File: src/common/adc_pkg.sv
// shared constants and types for the converter sequence control
package adc_pkg;
    // ------------------------------------------------------------
    // register indices (byte address = index * 4)
    // ------------------------------------------------------------
    localparam logic [7:0] IDX_CTL0   = 8'h60;
    localparam logic [7:0] IDX_CTL1   = 8'h61;
    localparam logic [7:0] IDX_CTL2   = 8'h62;
    localparam logic [7:0] IDX_CTL3   = 8'h63;
    localparam logic [7:0] IDX_CTL4   = 8'h64;
    localparam logic [7:0] IDX_CTL5   = 8'h65;
    localparam logic [7:0] IDX_STAT0  = 8'h66;
    localparam logic [7:0] IDX_STAT1  = 8'h67;
    localparam logic [7:0] IDX_BLK_LO = 8'h60;
    localparam logic [7:0] IDX_BLK_HI = 8'h6F;
    localparam logic [7:0] IDX_RES0   = 8'h70;
    localparam logic [4:0] IDX_RES_HI = 5'h0E; // index[7:3] of results
    // ------------------------------------------------------------
    // field positions
    // ------------------------------------------------------------
    localparam int P2_POWER  = 7;
    localparam int P2_FAST   = 6;
    localparam int P2_WAIT   = 5;
    localparam int P2_IRQEN  = 1;
    localparam int P2_IRQF   = 0;
    localparam int P4_TEN    = 7;
    localparam int P5_EIGHT  = 6;
    localparam int P5_SCAN   = 5;
    localparam int P5_MULT   = 4;
    localparam int P0_SCF    = 7;
    // ------------------------------------------------------------
    // reset values and timing
    // ------------------------------------------------------------
    localparam logic [7:0] CTL2_RST = 8'h00;
    localparam logic [1:0] CTL3_RST = 2'h0;
    localparam logic [7:0] CTL4_RST = 8'h01;
    localparam logic [5:0] CONV_BASE_CLKS = 6'h10;
    localparam logic [5:0] TEN_BIT_CLKS   = 6'h02;
    localparam logic [2:0] LAST_OF_FOUR   = 3'h3;
    localparam logic [2:0] LAST_OF_EIGHT  = 3'h7;
    localparam logic [1:0] FRZ_FINISH     = 2'h2;
    localparam logic [1:0] FRZ_NOW        = 2'h3;
    localparam int CLK_MHZ = 125;

    // latched sequence request
    typedef struct packed {
        logic       eight;
        logic       scan;
        logic       mult;
        logic [3:0] chan;
    } seq_cfg_type;

    // resolution, sample time, prescale
    typedef struct packed {
        logic       ten_bit;
        logic [1:0] sample;
        logic [4:0] prescale;
    } timing_cfg_type;

    typedef enum logic {SEQ_IDLE, SEQ_RUN} seq_state_type;
endpackage

File: src/rtl/clock_prescaler.sv
// modulo prescaler and divide-by-two for the converter clock
`timescale 1ns/1ns
`default_nettype none
module clock_prescaler (
    input  wire logic       core_clk,
    input  wire logic       rst_n,
    input  wire logic       run,
    input  wire logic [4:0] prescale,
    output logic            conv_clk_q,
    output logic            tick_q
);
    logic [4:0] count_q;

    // count 0..prescale, toggle on wrap; stopped means gated off
    always_ff @(posedge core_clk or negedge rst_n) begin
        if (!rst_n) begin
            count_q    <= 5'h00;
            conv_clk_q <= 1'b0;
            tick_q     <= 1'b0;
        end else if (!run) begin
            count_q    <= 5'h00;
            conv_clk_q <= 1'b0;
            tick_q     <= 1'b0;
        end else if (count_q >= prescale) begin
            count_q    <= 5'h00;
            conv_clk_q <= ~conv_clk_q;
            tick_q     <= ~conv_clk_q;  // one per converter period
        end else begin
            count_q    <= count_q + 5'h01;
            tick_q     <= 1'b0;
        end
    end
endmodule
`default_nettype wire

File: src/rtl/conversion_timer.sv
// counts converter clocks across one conversion
`timescale 1ns/1ns
`default_nettype none
module conversion_timer (
    input  wire logic       core_clk,
    input  wire logic       rst_n,
    input  wire logic       tick,
    input  wire logic       start,
    input  wire logic       abort,
    input  wire logic       hold,
    input  wire logic [5:0] total,
    output logic            busy_q,
    output logic            done_q
);
    logic [5:0] left_q;

    // load on start, count down on ticks unless frozen
    always_ff @(posedge core_clk or negedge rst_n) begin
        if (!rst_n) begin
            left_q <= 6'h00;
            busy_q <= 1'b0;
            done_q <= 1'b0;
        end else if (abort) begin
            busy_q <= 1'b0;
            done_q <= 1'b0;
        end else if (start && !busy_q) begin
            left_q <= total;
            busy_q <= 1'b1;
            done_q <= 1'b0;
        end else if (busy_q && tick && !hold) begin
            left_q <= left_q - 6'h01;
            done_q <= (left_q == 6'h01);
            busy_q <= (left_q != 6'h01);
        end else begin
            done_q <= 1'b0;
        end
    end
endmodule
`default_nettype wire

File: src/rtl/adc_sequence_control.sv
// converter control registers, sequencer and completion flags
//
// Notes on behaviour
// - eight multiplexed inputs, results up to ten bits
// - all timing derived from the one system clock
// - control block of sixteen words is decoded
// - four conversions per sequence, eight if select bit set at start
// - single mode: flag sequence complete, then halt
// - scan mode: flag after first sequence, keep restarting
// - per-result completion flag set on load, cleared on read
// - normal clear needs status read first; fast clear on any access
// - writing the second control register aborts the sequence
// - power bit low gates clock, powers down, aborts sequence
// - wait-stop bit halts conversions in wait mode
// - sequence interrupt only while its enable is set
// - sequence interrupt flag is read-only, shows completion
// - writing the third control register aborts the sequence
// - freeze select: continue, reserved, finish then freeze, freeze now
// - writing the fourth register aborts until sequence start
// - resolution bit selects eight or ten bits
// - sample time 2/4/8/16 clocks; total 18..32, plus two at ten bits
// - prescaler divides by field plus one, then by two
// - fourth register resets to prescale one, zeros elsewhere
// - first control register readable in special mode only; here it reads as zero in both modes
// - start write begins sequence, aborts old, clears flags
// - sequence flag clears on start, or first result read if fast
//
// Our own choice: the APB interface to the registers.
`timescale 1ns/1ns
`default_nettype none
module adc_sequence_control (
    input  wire logic        core_clk,
    input  wire logic        rst_n,
    // apb slave
    input  wire logic        psel,
    input  wire logic        penable,
    input  wire logic        pwrite,
    input  wire logic [11:0] paddr,
    input  wire logic [31:0] pwdata,
    output logic [31:0]      prdata,
    output logic             pready,
    output logic             pslverr,
    // system state
    input  wire logic        special_mode,
    input  wire logic        wait_mode,
    input  wire logic        background_debug_state,
    // analog core and sequence interrupt
    input  wire logic [9:0]  conv_result,
    output logic             converter_power_up,
    output logic             analog_converter_clk,
    output logic             sample_start_q,
    output logic [3:0]       channel_q,
    output logic             ten_bit_q,
    output logic             sequence_irq_q
);
    // ------------------------------------------------------------
    // registers
    // ------------------------------------------------------------
    logic [7:0]             ctl2_q;
    logic [1:0]             freeze_q;
    adc_pkg::timing_cfg_type tcfg_q;
    adc_pkg::seq_cfg_type   scfg_q;
    adc_pkg::seq_state_type state_q;
    logic [2:0]             cc_q;
    logic                   scf_q;
    logic                   first_done_q;
    logic [7:0]             ccf_q;
    logic [7:0]             armed_q;
    logic [9:0]             result_q [8];
    logic                   ready_q;
    logic [31:0]            rdata_q;
    logic                   err_q;

    // ------------------------------------------------------------
    // bus decode
    // ------------------------------------------------------------
    logic [7:0] idx;
    logic       acc;
    logic       wr;
    logic       rd;
    logic       in_block;
    logic       in_res;
    logic [2:0] res_sel;

    assign idx      = paddr[9:2];
    assign in_block = (idx >= adc_pkg::IDX_BLK_LO) &&
                      (idx <= adc_pkg::IDX_BLK_HI);
    assign in_res   = (idx[7:3] == adc_pkg::IDX_RES_HI);
    assign res_sel  = idx[2:0];
    assign acc      = psel && penable && ready_q;
    assign wr       = acc && pwrite;
    assign rd       = acc && !pwrite;

    logic w2;
    logic w3;
    logic w4;
    logic w5;
    logic stat_rd;

    assign w2      = wr && (idx == adc_pkg::IDX_CTL2);
    assign w3      = wr && (idx == adc_pkg::IDX_CTL3);
    assign w4      = wr && (idx == adc_pkg::IDX_CTL4);
    assign w5      = wr && (idx == adc_pkg::IDX_CTL5);
    assign stat_rd = rd && ((idx == adc_pkg::IDX_STAT0) ||
                            (idx == adc_pkg::IDX_STAT1));

    // ------------------------------------------------------------
    // control bits
    // ------------------------------------------------------------
    logic powered;
    logic fast_flag_clear;
    logic wait_mode_stop;
    logic sequence_irq_enable;
    logic abort;

    assign powered             = ctl2_q[adc_pkg::P2_POWER];
    assign fast_flag_clear     = ctl2_q[adc_pkg::P2_FAST];
    assign wait_mode_stop      = ctl2_q[adc_pkg::P2_WAIT];
    assign sequence_irq_enable = ctl2_q[adc_pkg::P2_IRQEN];
    // any write to control 2..5 ends the running sequence
    assign abort = w2 || w3 || w4 || w5;

    // control register two; the flag bit is never stored from the bus
    always_ff @(posedge core_clk or negedge rst_n) begin
        if (!rst_n) begin
            ctl2_q <= adc_pkg::CTL2_RST;
        end else if (w2) begin
            ctl2_q <= pwdata[7:0];
            ctl2_q[adc_pkg::P2_IRQF] <= 1'b0;
        end
    end

    // freeze select
    always_ff @(posedge core_clk or negedge rst_n) begin
        if (!rst_n) begin
            freeze_q <= adc_pkg::CTL3_RST;
        end else if (w3) begin
            freeze_q <= pwdata[1:0];
        end
    end

    // resolution, sample time and prescale
    always_ff @(posedge core_clk or negedge rst_n) begin
        if (!rst_n) begin
            tcfg_q <= adc_pkg::CTL4_RST;
        end else if (w4) begin
            tcfg_q <= pwdata[7:0];
        end
    end

    // sequence request is latched at the start write
    always_ff @(posedge core_clk or negedge rst_n) begin
        if (!rst_n) begin
            scfg_q <= '0;
        end else if (w5) begin
            scfg_q.eight <= pwdata[adc_pkg::P5_EIGHT];
            scfg_q.scan  <= pwdata[adc_pkg::P5_SCAN];
            scfg_q.mult  <= pwdata[adc_pkg::P5_MULT];
            scfg_q.chan  <= pwdata[3:0];
        end
    end

    // ------------------------------------------------------------
    // converter clock and conversion timing
    // ------------------------------------------------------------
    logic       tick;
    logic       busy;
    logic       done;
    logic       hold;
    logic       no_new;
    logic [5:0] sample_clks;
    logic [5:0] total_clks;
    logic       start_conv;

    // gating the prescaler stops the converter clock when powered down
    clock_prescaler u_prescaler (
        .core_clk   (core_clk),
        .rst_n      (rst_n),
        .run        (powered),
        .prescale   (tcfg_q.prescale),
        .conv_clk_q (analog_converter_clk),
        .tick_q     (tick)
    );

    // sample time 2 << code, then fixed part plus resolution extra
    assign sample_clks = 6'h02 << tcfg_q.sample;
    assign total_clks  = adc_pkg::CONV_BASE_CLKS + sample_clks +
                         (tcfg_q.ten_bit ? adc_pkg::TEN_BIT_CLKS
                                         : 6'h00);

    // wait-mode stop and immediate freeze both hold the timer
    assign hold = (wait_mode_stop && wait_mode) ||
                  (background_debug_state &&
                   freeze_q == adc_pkg::FRZ_NOW);
    // finish-then-freeze only blocks the next conversion
    assign no_new = background_debug_state &&
                    (freeze_q == adc_pkg::FRZ_FINISH);
    assign start_conv = (state_q == adc_pkg::SEQ_RUN) && !busy &&
                        !done && !no_new && !hold && !abort;

    conversion_timer u_timer (
        .core_clk (core_clk),
        .rst_n    (rst_n),
        .tick     (tick),
        .start    (start_conv),
        .abort    (abort || !powered),
        .hold     (hold),
        .total    (total_clks),
        .busy_q   (busy),
        .done_q   (done)
    );

    // ------------------------------------------------------------
    // sequencer
    // ------------------------------------------------------------
    logic [2:0] last_cc;
    logic       seq_end;

    assign last_cc = scfg_q.eight ? adc_pkg::LAST_OF_EIGHT
                                  : adc_pkg::LAST_OF_FOUR;
    assign seq_end = done && (cc_q == last_cc);

    // run only between a start write and an abort or the end
    always_ff @(posedge core_clk or negedge rst_n) begin
        if (!rst_n) begin
            state_q <= adc_pkg::SEQ_IDLE;
        end else begin
            case (state_q)
                adc_pkg::SEQ_IDLE: begin
                    if (w5 && powered) begin
                        state_q <= adc_pkg::SEQ_RUN;
                    end
                end
                adc_pkg::SEQ_RUN: begin
                    if (w5 && powered) begin
                        state_q <= adc_pkg::SEQ_RUN;
                    end else if (abort || !powered) begin
                        state_q <= adc_pkg::SEQ_IDLE;
                    end else if (seq_end && !scfg_q.scan) begin
                        state_q <= adc_pkg::SEQ_IDLE;
                    end
                end
                default: state_q <= adc_pkg::SEQ_IDLE;
            endcase
        end
    end

    // conversion counter wraps, so scan mode restarts by itself
    always_ff @(posedge core_clk or negedge rst_n) begin
        if (!rst_n) begin
            cc_q <= 3'h0;
        end else if (abort) begin
            cc_q <= 3'h0;
        end else if (done) begin
            cc_q <= seq_end ? 3'h0 : cc_q + 3'h1;
        end
    end

    // channel for each conversion; multichannel steps through a group
    always_ff @(posedge core_clk or negedge rst_n) begin
        if (!rst_n) begin
            channel_q      <= 4'h0;
            sample_start_q <= 1'b0;
            ten_bit_q      <= 1'b0;
        end else begin
            sample_start_q <= start_conv;
            ten_bit_q      <= tcfg_q.ten_bit;
            if (start_conv) begin
                if (!scfg_q.mult) begin
                    channel_q <= scfg_q.chan;
                end else if (scfg_q.eight) begin
                    channel_q <= {scfg_q.chan[3], cc_q};
                end else begin
                    channel_q <= {scfg_q.chan[3:2], cc_q[1:0]};
                end
            end
        end
    end

    // ------------------------------------------------------------
    // result storage and completion flags
    // ------------------------------------------------------------
    logic [7:0] res_acc;
    logic [7:0] res_rd;

    // result array; eight-bit mode keeps the top bits right-aligned
    always_ff @(posedge core_clk) begin
        if (done) begin
            result_q[cc_q] <= tcfg_q.ten_bit ? conv_result
                            : {2'b00, conv_result[9:2]};
        end
    end

    // per-flag set and clear; a load in the clear cycle wins
    generate
        for (genvar i = 0; i < 8; i++) begin : g_flag
            assign res_acc[i] = acc && in_res && (res_sel == i);
            assign res_rd[i]  = res_acc[i] && !pwrite;

            always_ff @(posedge core_clk or negedge rst_n) begin
                if (!rst_n) begin
                    ccf_q[i]   <= 1'b0;
                    armed_q[i] <= 1'b0;
                end else if (done && cc_q == i) begin
                    ccf_q[i]   <= 1'b1;
                    armed_q[i] <= 1'b0;
                end else if (w5) begin
                    ccf_q[i]   <= 1'b0;
                    armed_q[i] <= 1'b0;
                end else if (fast_flag_clear && res_acc[i]) begin
                    ccf_q[i]   <= 1'b0;
                    armed_q[i] <= 1'b0;
                end else if (!fast_flag_clear && res_rd[i] &&
                             armed_q[i]) begin
                    ccf_q[i]   <= 1'b0;
                    armed_q[i] <= 1'b0;
                end else if (stat_rd && ccf_q[i]) begin
                    armed_q[i] <= 1'b1;
                end
            end
        end
    endgenerate

    // sequence flag: set once per start, fast clear on first result
    always_ff @(posedge core_clk or negedge rst_n) begin
        if (!rst_n) begin
            scf_q        <= 1'b0;
            first_done_q <= 1'b0;
        end else if (seq_end && !first_done_q && !abort) begin
            scf_q        <= 1'b1;
            first_done_q <= 1'b1;
        end else if (w5) begin
            scf_q        <= 1'b0;
            first_done_q <= 1'b0;
        end else if (fast_flag_clear && res_rd[0]) begin
            scf_q        <= 1'b0;
        end
    end

    // interrupt line follows flag gated by enable
    always_ff @(posedge core_clk or negedge rst_n) begin
        if (!rst_n) begin
            sequence_irq_q <= 1'b0;
        end else begin
            sequence_irq_q <= scf_q && sequence_irq_enable;
        end
    end

    assign converter_power_up = ctl2_q[adc_pkg::P2_POWER];

    // ------------------------------------------------------------
    // apb answer: one wait state, so every output is registered
    // ------------------------------------------------------------
    logic [31:0] rd_mux;

    always_comb begin
        rd_mux = 32'h0000_0000;
        if (in_res) begin
            rd_mux[9:0] = result_q[res_sel];
        end else begin
            case (idx)
                adc_pkg::IDX_CTL1: rd_mux[7:0] =
                    special_mode ? 8'h00 : 8'h00;
                adc_pkg::IDX_CTL2: rd_mux[7:0] =
                    {ctl2_q[7:1], scf_q};
                adc_pkg::IDX_CTL3: rd_mux[1:0] = freeze_q;
                adc_pkg::IDX_CTL4: rd_mux[7:0] = tcfg_q;
                adc_pkg::IDX_CTL5: rd_mux[6:0] = scfg_q;
                adc_pkg::IDX_STAT0: begin
                    rd_mux[adc_pkg::P0_SCF] = scf_q;
                    rd_mux[2:0] = cc_q;
                end
                adc_pkg::IDX_STAT1: rd_mux[7:0] = ccf_q;
                default: rd_mux = 32'h0000_0000;
            endcase
        end
    end

    // pready rises in the second access cycle and drops after
    always_ff @(posedge core_clk or negedge rst_n) begin
        if (!rst_n) begin
            ready_q <= 1'b0;
            rdata_q <= 32'h0000_0000;
            err_q   <= 1'b0;
        end else if (psel && penable && !ready_q) begin
            ready_q <= 1'b1;
            rdata_q <= rd_mux;
            err_q   <= !(in_block || in_res);
        end else begin
            ready_q <= 1'b0;
            err_q   <= 1'b0;
        end
    end

    assign pready  = ready_q;
    assign prdata  = rdata_q;
    assign pslverr = err_q;
endmodule
`default_nettype wire

File: config.mk
export PLATFORM = sky130hd
export DESIGN_NAME = adc_sequence_control
export DESIGN_NICKNAME = d
export VERILOG_FILES = /design/src/common/adc_pkg.sv /design/src/rtl/clock_prescaler.sv /design/src/rtl/conversion_timer.sv /design/src/rtl/adc_sequence_control.sv
export SDC_FILE = /design/constraint.sdc
export NUM_CORES = 1
export LEC_CHECK = 0
export BUFFER_PORTS_ARGS = -buffer_cell sky130_fd_sc_hd__buf_2
export CAP_MARGIN = 20
export CORE_MARGIN = 4
export CORE_UTILIZATION = 45
export CTS_BUF_LIST = sky130_fd_sc_hd__clkbuf_2
export DETAILED_ROUTE_END_ITERATION = 8
export PLACE_DENSITY = 0.79
export SYNTH_ARGS = -nofsm -noshare
export SYNTH_HDL_FRONTEND = slang
export SYNTH_HIERARCHICAL = 1
export SYNTH_SLANG_ARGS = --single-unit
File: constraint.sdc
create_clock -name core_clk -period 2 [get_ports core_clk]
set_input_delay 0.4 -clock core_clk [delete_from_list [all_inputs] [get_ports core_clk]]
set_output_delay 0.4 -clock core_clk [all_outputs]
set_load 0.005 [all_outputs]
==> reports/qor.csv, run 1 <==
stage,metric,value,unit
outcome,outcome,"complete, no violations",
power_and_ir_drop,power_leakage,3.89,nW
power_and_ir_drop,powerDensity,605,nW/um^2
yosys,synth_ff_type,edfxtp_1,
yosys,syn_avg_cell_area,13.3,um^2
yosys,mappedNetlistArea,7940,um^2
timing,holdWs,0.0748,ns
cells_and_area,nFillCells,1416,
timing,layout_setup_ws,0.0854,ns
yosys,synth_area_leaders,"edfxtp_1 (30%), dfrtp_1 (25%), mux2_2 (6.2%)",
detailed_routing,drtIter0Drc,426,
clock_network,cts_max_level,4,
setup_path,crit_path_cell_trace,buf_4 > mux2_2 > dlygate4sd3_1,
detailed_routing,wl_per_cell,19.9,um
clock_network,ctsLongestPathBuffers,2,
power_and_ir_drop,p_sw_share,26.9,%
setup_path,worst_setup_path_end_kind,register,
yosys,synth_edf_count,80,
die,num_rows,48,
timing,clock.fmax,522,MHz
cells_and_area,nets,804,
global_route,grt_pass1_vias,5555,
cells_and_area,antenna_cells,0,
die,die_w,141,um
setup_path,cp_max_fo,13,
timing,rsz0062_at_grt,true,
setup_path,reg2reg_depth,3,
detailed_routing,drcViolationCount,0,
yosys,netlist.area_leader.share,30.3,%
timing,hold_violations,0,
die,die_h,141,um
clock_network,cts_tree,yes,
timing,slew_headroom,60.0,%
power_and_ir_drop,vdd_ir_drop_max,0.000667,V
setup_path,cp_slowest_cell,dlygate4sd3_1,
flow_run,maxCapViolations,0,
yosys,synth-seq-area-share,55.5,%
global_route,grt_pass1_wl,30.4,mm
placement,place_inst,915,
power_and_ir_drop,clkPwrFrac,27.9,%
setup_path,start_kind,register,
yosys,synth_area_leader_cell,edfxtp_1,
cells_and_area,multi_input_area,3190,um^2
min_path,worstHoldPathCells,2,
setup_path,path_class,reg2reg,
setup_path,cp_num_buf_inv,2,
yosys,synthDistinctLibCells,85,
die,ios,105,
detailed_routing,vias_per_cell,5.63,
placement,pre_cts_ws,-0.234,ns
power_and_ir_drop,seqPwrFrac,63.3,%
die,dieArea,19800,um^2
setup_path,critPathMaxStageDelay,0.64,ns
cells_and_area,seqCellArea,4410,um^2
min_path,hold_path.class,in2reg,
detailed_routing,drt_pass1_iterations,5,
placement,post_dp_cell_area,8810,um^2
power_and_ir_drop,p_int,4.07,mW
timing,worst-slew-pin-transition,0.599,ns
cells_and_area,area_delta_synth_final,15.8,%
clock_network,cts_buffers,17,
cells_and_area,final_util,53.1,%
global_route,grt_util_all_layers,19.9,%
setup_path,crit_family,buffers and inverters,
cells_and_area,drive_gt1_share,34.4,%
clock_network,numClockSinks,160,
timing,period_minus_slack,1.91,ns
placement,io_buffers,53,
die,core-area,17300,um^2
detailed_routing,ant_nets,0,
yosys,ys_seq_elements,160,
global_route,overflow,0,
timing,finalSetupViolations,0,
setup_path,cp_data_required_time,2.51,ns
detailed_routing,routed_wl,19.1,mm
yosys,syn_inst,596,
die,start_util,45.9,%
cells_and_area,finalNonFillerCells,964,
yosys,yosys_warnings,6,
clock_network,root_buffer,clkbuf_2,
setup_path,critPathArrivalTime,2.42,ns
global_route,antenna_found_initial,0,
global_route,grt_max_degree,34,
detailed_routing,dr_total_vias,5429,
power_and_ir_drop,switchingPower,1.50,mW
placement,place_congestion,0.959,
timing,slew_viol_final,0,
timing,clock_skew,0.0276,ns
setup_path,cp.depth,3,
power_and_ir_drop,power_frac_comb,8.8,%
cells_and_area,stdcell_area,9190,um^2
timing,post-route-period-util,95.7,%
placement,hpwlAfterDp,13.9,mm
clock_network,clk_pin_slew,0.24,ns
yosys,ys_async_sr_fraction,50.0,%
clock_network,insertion_delay,0.74,ns
-- layout by cell type, fill, tap and decap left out, types with 13 or more instances in the layout --
cell type / n
nand2_1: 24
mux2_2: 44
edfxtp_1: 80
clkbuf_2: 18
inv_1: 29
nand3_1: 17
nor2_1: 22
buf_4: 66
dfrtp_1: 79
o21ai_0: 13
conb_1: 23
ha_1: 16
buf_2: 52
dlygate4sd3_1: 14
a21oi_1: 26
-- metrics by stage --
| stage | setup TNS, ns | power, mW |
|---|---|---|
| 4_1_cts | 0 | 5.59 |
| 5_1_grt | -0.0203 | 5.82 |
| 2_1_floorplan | -0.0763 | 3.85 |
| 3_3_place_gp | -1.56 | 4.03 |
| 6_report | 0 | 5.57 |
| 3_5_place_dp | -2.30 | 4.05 |
-- area by class of cell --
type	instances	share of cell area [%]
flip-flops and latches	160	47.9
multi-input cells	379	34.7
repair buffers	138	11.0
well taps	225	3.06
inverters	30	1.22
clock inverters	14	1.17
clock buffers	18	0.980
-- flip-flops by register name, summed over array words and instances (netlist names), 3 cells and up --
| register | flops |
|---|---|
| channel_q | 4 |
| u_prescaler/count_q | 5 |
| ccf_q | 8 |
| prdata | 10 |
| armed_q | 8 |
| tcfg_q | 8 |
| cc_q | 3 |
| result_q | 80 |
| scfg_q | 7 |
| ctl2_q | 7 |
| u_timer/left_q | 6 |
-- routing by layer --
metal	up-vias	GRT usage, %	routed length, um	part of all wire (%)
li1	2458	-	-	-
met1	2681	26.1	7850	41
met2	242	33.0	9330	49
met3	48	4.10	1390	7.2
met4	0	6.99	586	3.1
met5	-	0	0	0
-- worst reg2reg max path, stage by stage (launching register included) --
cell and delay [ns]:
dfrtp_1 0.42, buf_4 0.24, mux2_2 0.40, dlygate4sd3_1 0.64
-- synth_stat cells, types with 5 or more instances --
cell type / instances
edfxtp_1: 80
dfrtp_1: 79
mux2_2: 44
inv_1: 29
a21oi_1: 26
nand2_1: 25
buf_4: 24
nor2_1: 22
nand3_1: 17
ha_1: 16
a211oi_1: 13
o21ai_0: 13
mux4_2: 12
mux2i_1: 10
nor2b_1: 10
and2_1: 8
clkbuf_1: 8
buf_6: 7
buf_2: 6
mux4_1: 6
nand2b_1: 6
nor3_1: 6
o22ai_1: 6
a22o_1: 5
a31oi_1: 5
mux2_4: 5
nor2_2: 5
o211ai_1: 5
-- cell families after synthesis --
| kind of cell | after synthesis | synth area share (%) |
|---|---|---|
| AO/OA/AOI/OAI | 106 | 9.33 |
| XOR/XNOR | 6 | 0.662 |
| adder cells (fa/ha/maj) | 16 | 2.52 |
| buffers and inverters | 79 | 6.00 |
| flip-flops | 160 | 55.5 |
| multiplexers | 77 | 13.8 |
| other | 1 | 0.0472 |
| AND/OR/NAND/NOR | 151 | 12.1 |
-- worst paths after layout --
kind,slack [ns],endpoint,start
max in group asynchronous,1.33,u_timer/left_q[1],rst_n
min reg2reg,0.51,u_prescaler/count_q[0],u_prescaler/count_q[0]
max reg2reg,0.09,result_q[7][0],tcfg_q[7]
min,0.07,result_q[0][5],conv_result[5]
max,0.09,result_q[7][0],tcfg_q[7]
min in group asynchronous,0.10,freeze_q[0],rst_n
-- power by group through the flow --
stage               clock, mW  combinational (mW)  sequential (mW)
finish                   1.55               0.490             3.52
global route             1.76               0.534             3.53
CTS                      1.58               0.483             3.52
detailed placement          0               0.463             3.59
global placement            0               0.447             3.59
floorplan                   0               0.269             3.58
-- repair_timing --
action                                  CTS  global route
pin swaps                                 0             1
endpoints found under the setup margin    3             7
setup buffers                             1             2
hold endpoints to repair                104            16
hold buffers                              9             5
gates resized for setup                   3             2
Note: power is estimated with default switching activity, not from simulation.
==> inputs of run 2 (changes only) <==
- ABC_AREA: default -> 1
- CORE_ASPECT_RATIO: default -> 0.75
==> reports/qor.csv, run 2 <==
stage,metric,value,unit,change
timing,hold_violations,0,,unchanged
power_and_ir_drop,vdd_ir_drop_max,0.000360,V,-46%
die,num_rows,42,,-13%
global_route,grt_pass1_wl,30.8,mm,+1.2%
clock_network,root_buffer,clkbuf_2,,
setup_path,start_kind,register,,
yosys,synthDistinctLibCells,39,,-54%
cells_and_area,finalNonFillerCells,1263,,+31%
global_route,grt_max_degree,53,,+56%
setup_path,cp_slowest_cell,dfrtp_2,,
global_route,grt_util_all_layers,19.9,%,-0.020 points
clock_network,clk_pin_slew,0.22,ns,-0.02 ns
min_path,hold_path.class,in2reg,,
timing,slew_viol_final,0,,unchanged
timing,rsz0062_at_grt,false,,
min_path,hold_start,conv_result[8],,
placement,place_congestion,0.925,,-3.6%
yosys,yosys_warnings,6,,unchanged
clock_network,ctsLongestPathBuffers,2,,unchanged
clock_network,numClockSinks,160,,unchanged
cells_and_area,nFillCells,1497,,+5.7%
yosys,ys_seq_elements,160,,unchanged
die,dieArea,20100,um^2,+1.4%
setup_path,crit_family,flip-flops,,
timing,finalSetupViolations,0,,unchanged
yosys,synth_edf_count,80,,unchanged
timing,worst-slew-pin-transition,0.898,ns,+0.298 ns
global_route,grt_pass1_vias,6019,,+8.4%
min_path,worstHoldPathCells,3,,+1
cells_and_area,final_common_cell,nand2_1,,
cells_and_area,drive_gt1_share,20.6,%,-14 points
die,core-area,17600,um^2,+1.8%
die,die_h,124,um,-12%
setup_path,r2r_end,u_timer/left_q[2],,
detailed_routing,vias_per_cell,5.09,,-9.6%
yosys,yosys-top-cells-count,"nand2_1 (268), edfxtp_1 (80), dfrtp_1 (79)",,
cells_and_area,largest-register,result_q,,
global_route,overflow,0,,unchanged
yosys,synth_ff_type,edfxtp_1,,
cells_and_area,area_delta_synth_final,15.3,%,
yosys,ys_async_sr_fraction,50.0,%,unchanged
yosys,synth-seq-area-share,54.7,%,-0.78 points
timing,clock_skew,0.0331,ns,+0.00551 ns
die,die_w,162,um,+15%
die,ios,105,,unchanged
timing,holdWs,0.0642,ns,-0.0107 ns
setup_path,rr_startpoint,pready,,
placement,hpwlAfterDp,13.9,mm,about the same
die,start_util,45.7,%,-0.16 points
setup_path,r2r_setup_slack,0.18,ns,+0.09 ns
timing,layout_setup_ws,0.167,ns,+0.0815 ns
placement,place_inst,1218,,+33%
setup_path,cp_data_required_time,1.60,ns,-0.91 ns
setup_path,crit_path_cell_trace,buf_2,,
placement,io_buffers,53,,unchanged
setup_path,reg2reg_depth,12,,+9
min_path,hold_end,result_q[7][8],,
power_and_ir_drop,powerDensity,715,nW/um^2,+18%
clock_network,cts_buffers,17,,unchanged
timing,clock.fmax,546,MHz,+4.4%
detailed_routing,ant_nets,0,,unchanged
detailed_routing,wl_per_cell,15.3,um,-23%
yosys,synth_area_leaders,"edfxtp_1 (30%), dfrtp_1 (25%), nand2_1 (12%)",,
cells_and_area,final_util,52.7,%,-0.42 points
yosys,syn_avg_cell_area,9.10,um^2,-32%
clock_network,insertion_delay,0.76,ns,+0.02 ns
setup_path,path_class,reg2out,,
outcome,outcome,"complete, no violations",,
setup_path,cp_num_buf_inv,1,,-1
timing,post-route-period-util,91.7,%,-4.1 points
detailed_routing,drtIter0Drc,561,,+32%
setup_path,critPathMaxStageDelay,0.53,ns,-0.11 ns
yosys,netlist.area_leader.share,29.8,%,-0.42 points
flow_run,maxCapViolations,0,,unchanged
setup_path,critPathArrivalTime,1.43,ns,-0.99 ns
yosys,synth_area_leader_cell,edfxtp_1,,
global_route,antenna_found_initial,1,,+1
setup_path,cp_max_fo,7,,-6
placement,pre_cts_ws,-0.0116,ns,+0.222 ns
cells_and_area,nets,1085,,+35%
yosys,mappedNetlistArea,8050,um^2,+1.4%
power_and_ir_drop,power.total,6.64,mW,+19%
clock_network,cts_max_level,4,,unchanged
timing,period_minus_slack,1.83,ns,-0.0815 ns
detailed_routing,routed_wl,19.4,mm,+1.2%
detailed_routing,drcViolationCount,0,,unchanged
cells_and_area,largest_reg_flops,80,,unchanged
yosys,syn_inst,885,,+48%
power_and_ir_drop,power_leakage,4.46,nW,+15%
setup_path,worst_setup_path_end_kind,output pin,,
clock_network,cts_tree,yes,,
yosys,yosysMostFrequentCell,nand2_1,,
cells_and_area,layout_common_cells,"nand2_1 (268), edfxtp_1 (80), dfrtp_1 (78)",,
timing,slew_headroom,39.5,%,-21 points
detailed_routing,dr_total_vias,6429,,+18%
detailed_routing,drt_pass1_iterations,7,,+2
[run 2: cell families after synthesis]
logic type,synth area share (%)
adder cells (fa/ha/maj),2.49
XOR/XNOR,0.435
AO/OA/AOI/OAI,5.56
other,0.0466
AND/OR/NAND/NOR,28.4
flip-flops,54.7
buffers and inverters,8.39
[run 2: power by group]
part | internal, mW | switching, mW
logic | 0.399 | 0.634
registers | 3.60 | 0.124
clock network | 0.727 | 1.15
[run 2: worst max-delay path by stage]
stage,from,to,slack [ns],depth (start not counted)
floorplan,paddr[3],u_timer/left_q[5],0.16,16
global placement,u_timer/done_q,result_q[1][2],0.03,3
detailed placement,u_timer/done_q,result_q[0][7],-0.01,4
CTS,ctl2_q[7],converter_power_up,0.02,1
global route,pready,u_timer/left_q[5],0.004,13
finish,ctl2_q[7],converter_power_up,0.17,1
[run 2: area by class of cell]
| cell class | count | area [um^2] | share of cell area, % |
|---|---|---|---|
| inverters | 92 | 355 | 3.83 |
| clock inverters | 12 | 158 | 1.70 |
| repair buffers | 124 | 882 | 9.50 |
| clock buffers | 20 | 100 | 1.08 |
| diodes | 1 | 2.50 | 0.0270 |
| multi-input cells | 612 | 3070 | 33.1 |
| well taps | 242 | 303 | 3.26 |
| flip-flops and latches | 160 | 4410 | 47.5 |
[run 2: repair_timing]
action                     in CTS  in global routing
hold buffers                   11                  0
hold endpoints to repair      104                  0
setup endpoints to repair      17                 14
resized for setup               2                  5
pin swaps                       0                  1
gates cloned                    0                  0
setup buffers                   0                  1
[run 2: worst register-to-register path, cell delays in order, from the launching register on]
cell and delay [ns]:
dfrtp_1 0.43, nand3_2 0.13, nor2_4 0.24, nand3_2 0.14, nand2_4 0.12, nor2_8 0.06
nand2_4 0.05, inv_1 0.06, nand2_2 0.10, buf_4 0.16, nor2_1 0.05, a21oi_1 0.11
o21ai_1 0.07
[run 2: metrics by stage]
stage                     area [um^2]  TNS [ns]
final                            9280         0
after global routing             9280         0
after CTS                        9260         0
after detailed placement         8880    -0.104
after global placement           8870         0
after floorplan                  8140         0
[run 2: layer usage]
metal	wire length (um)	share of wire, %	track usage, %
met5	0	0	0
met4	510	2.6	9.03
met3	2020	10	6.78
met2	8660	45	29.6
met1	8190	42	26.5
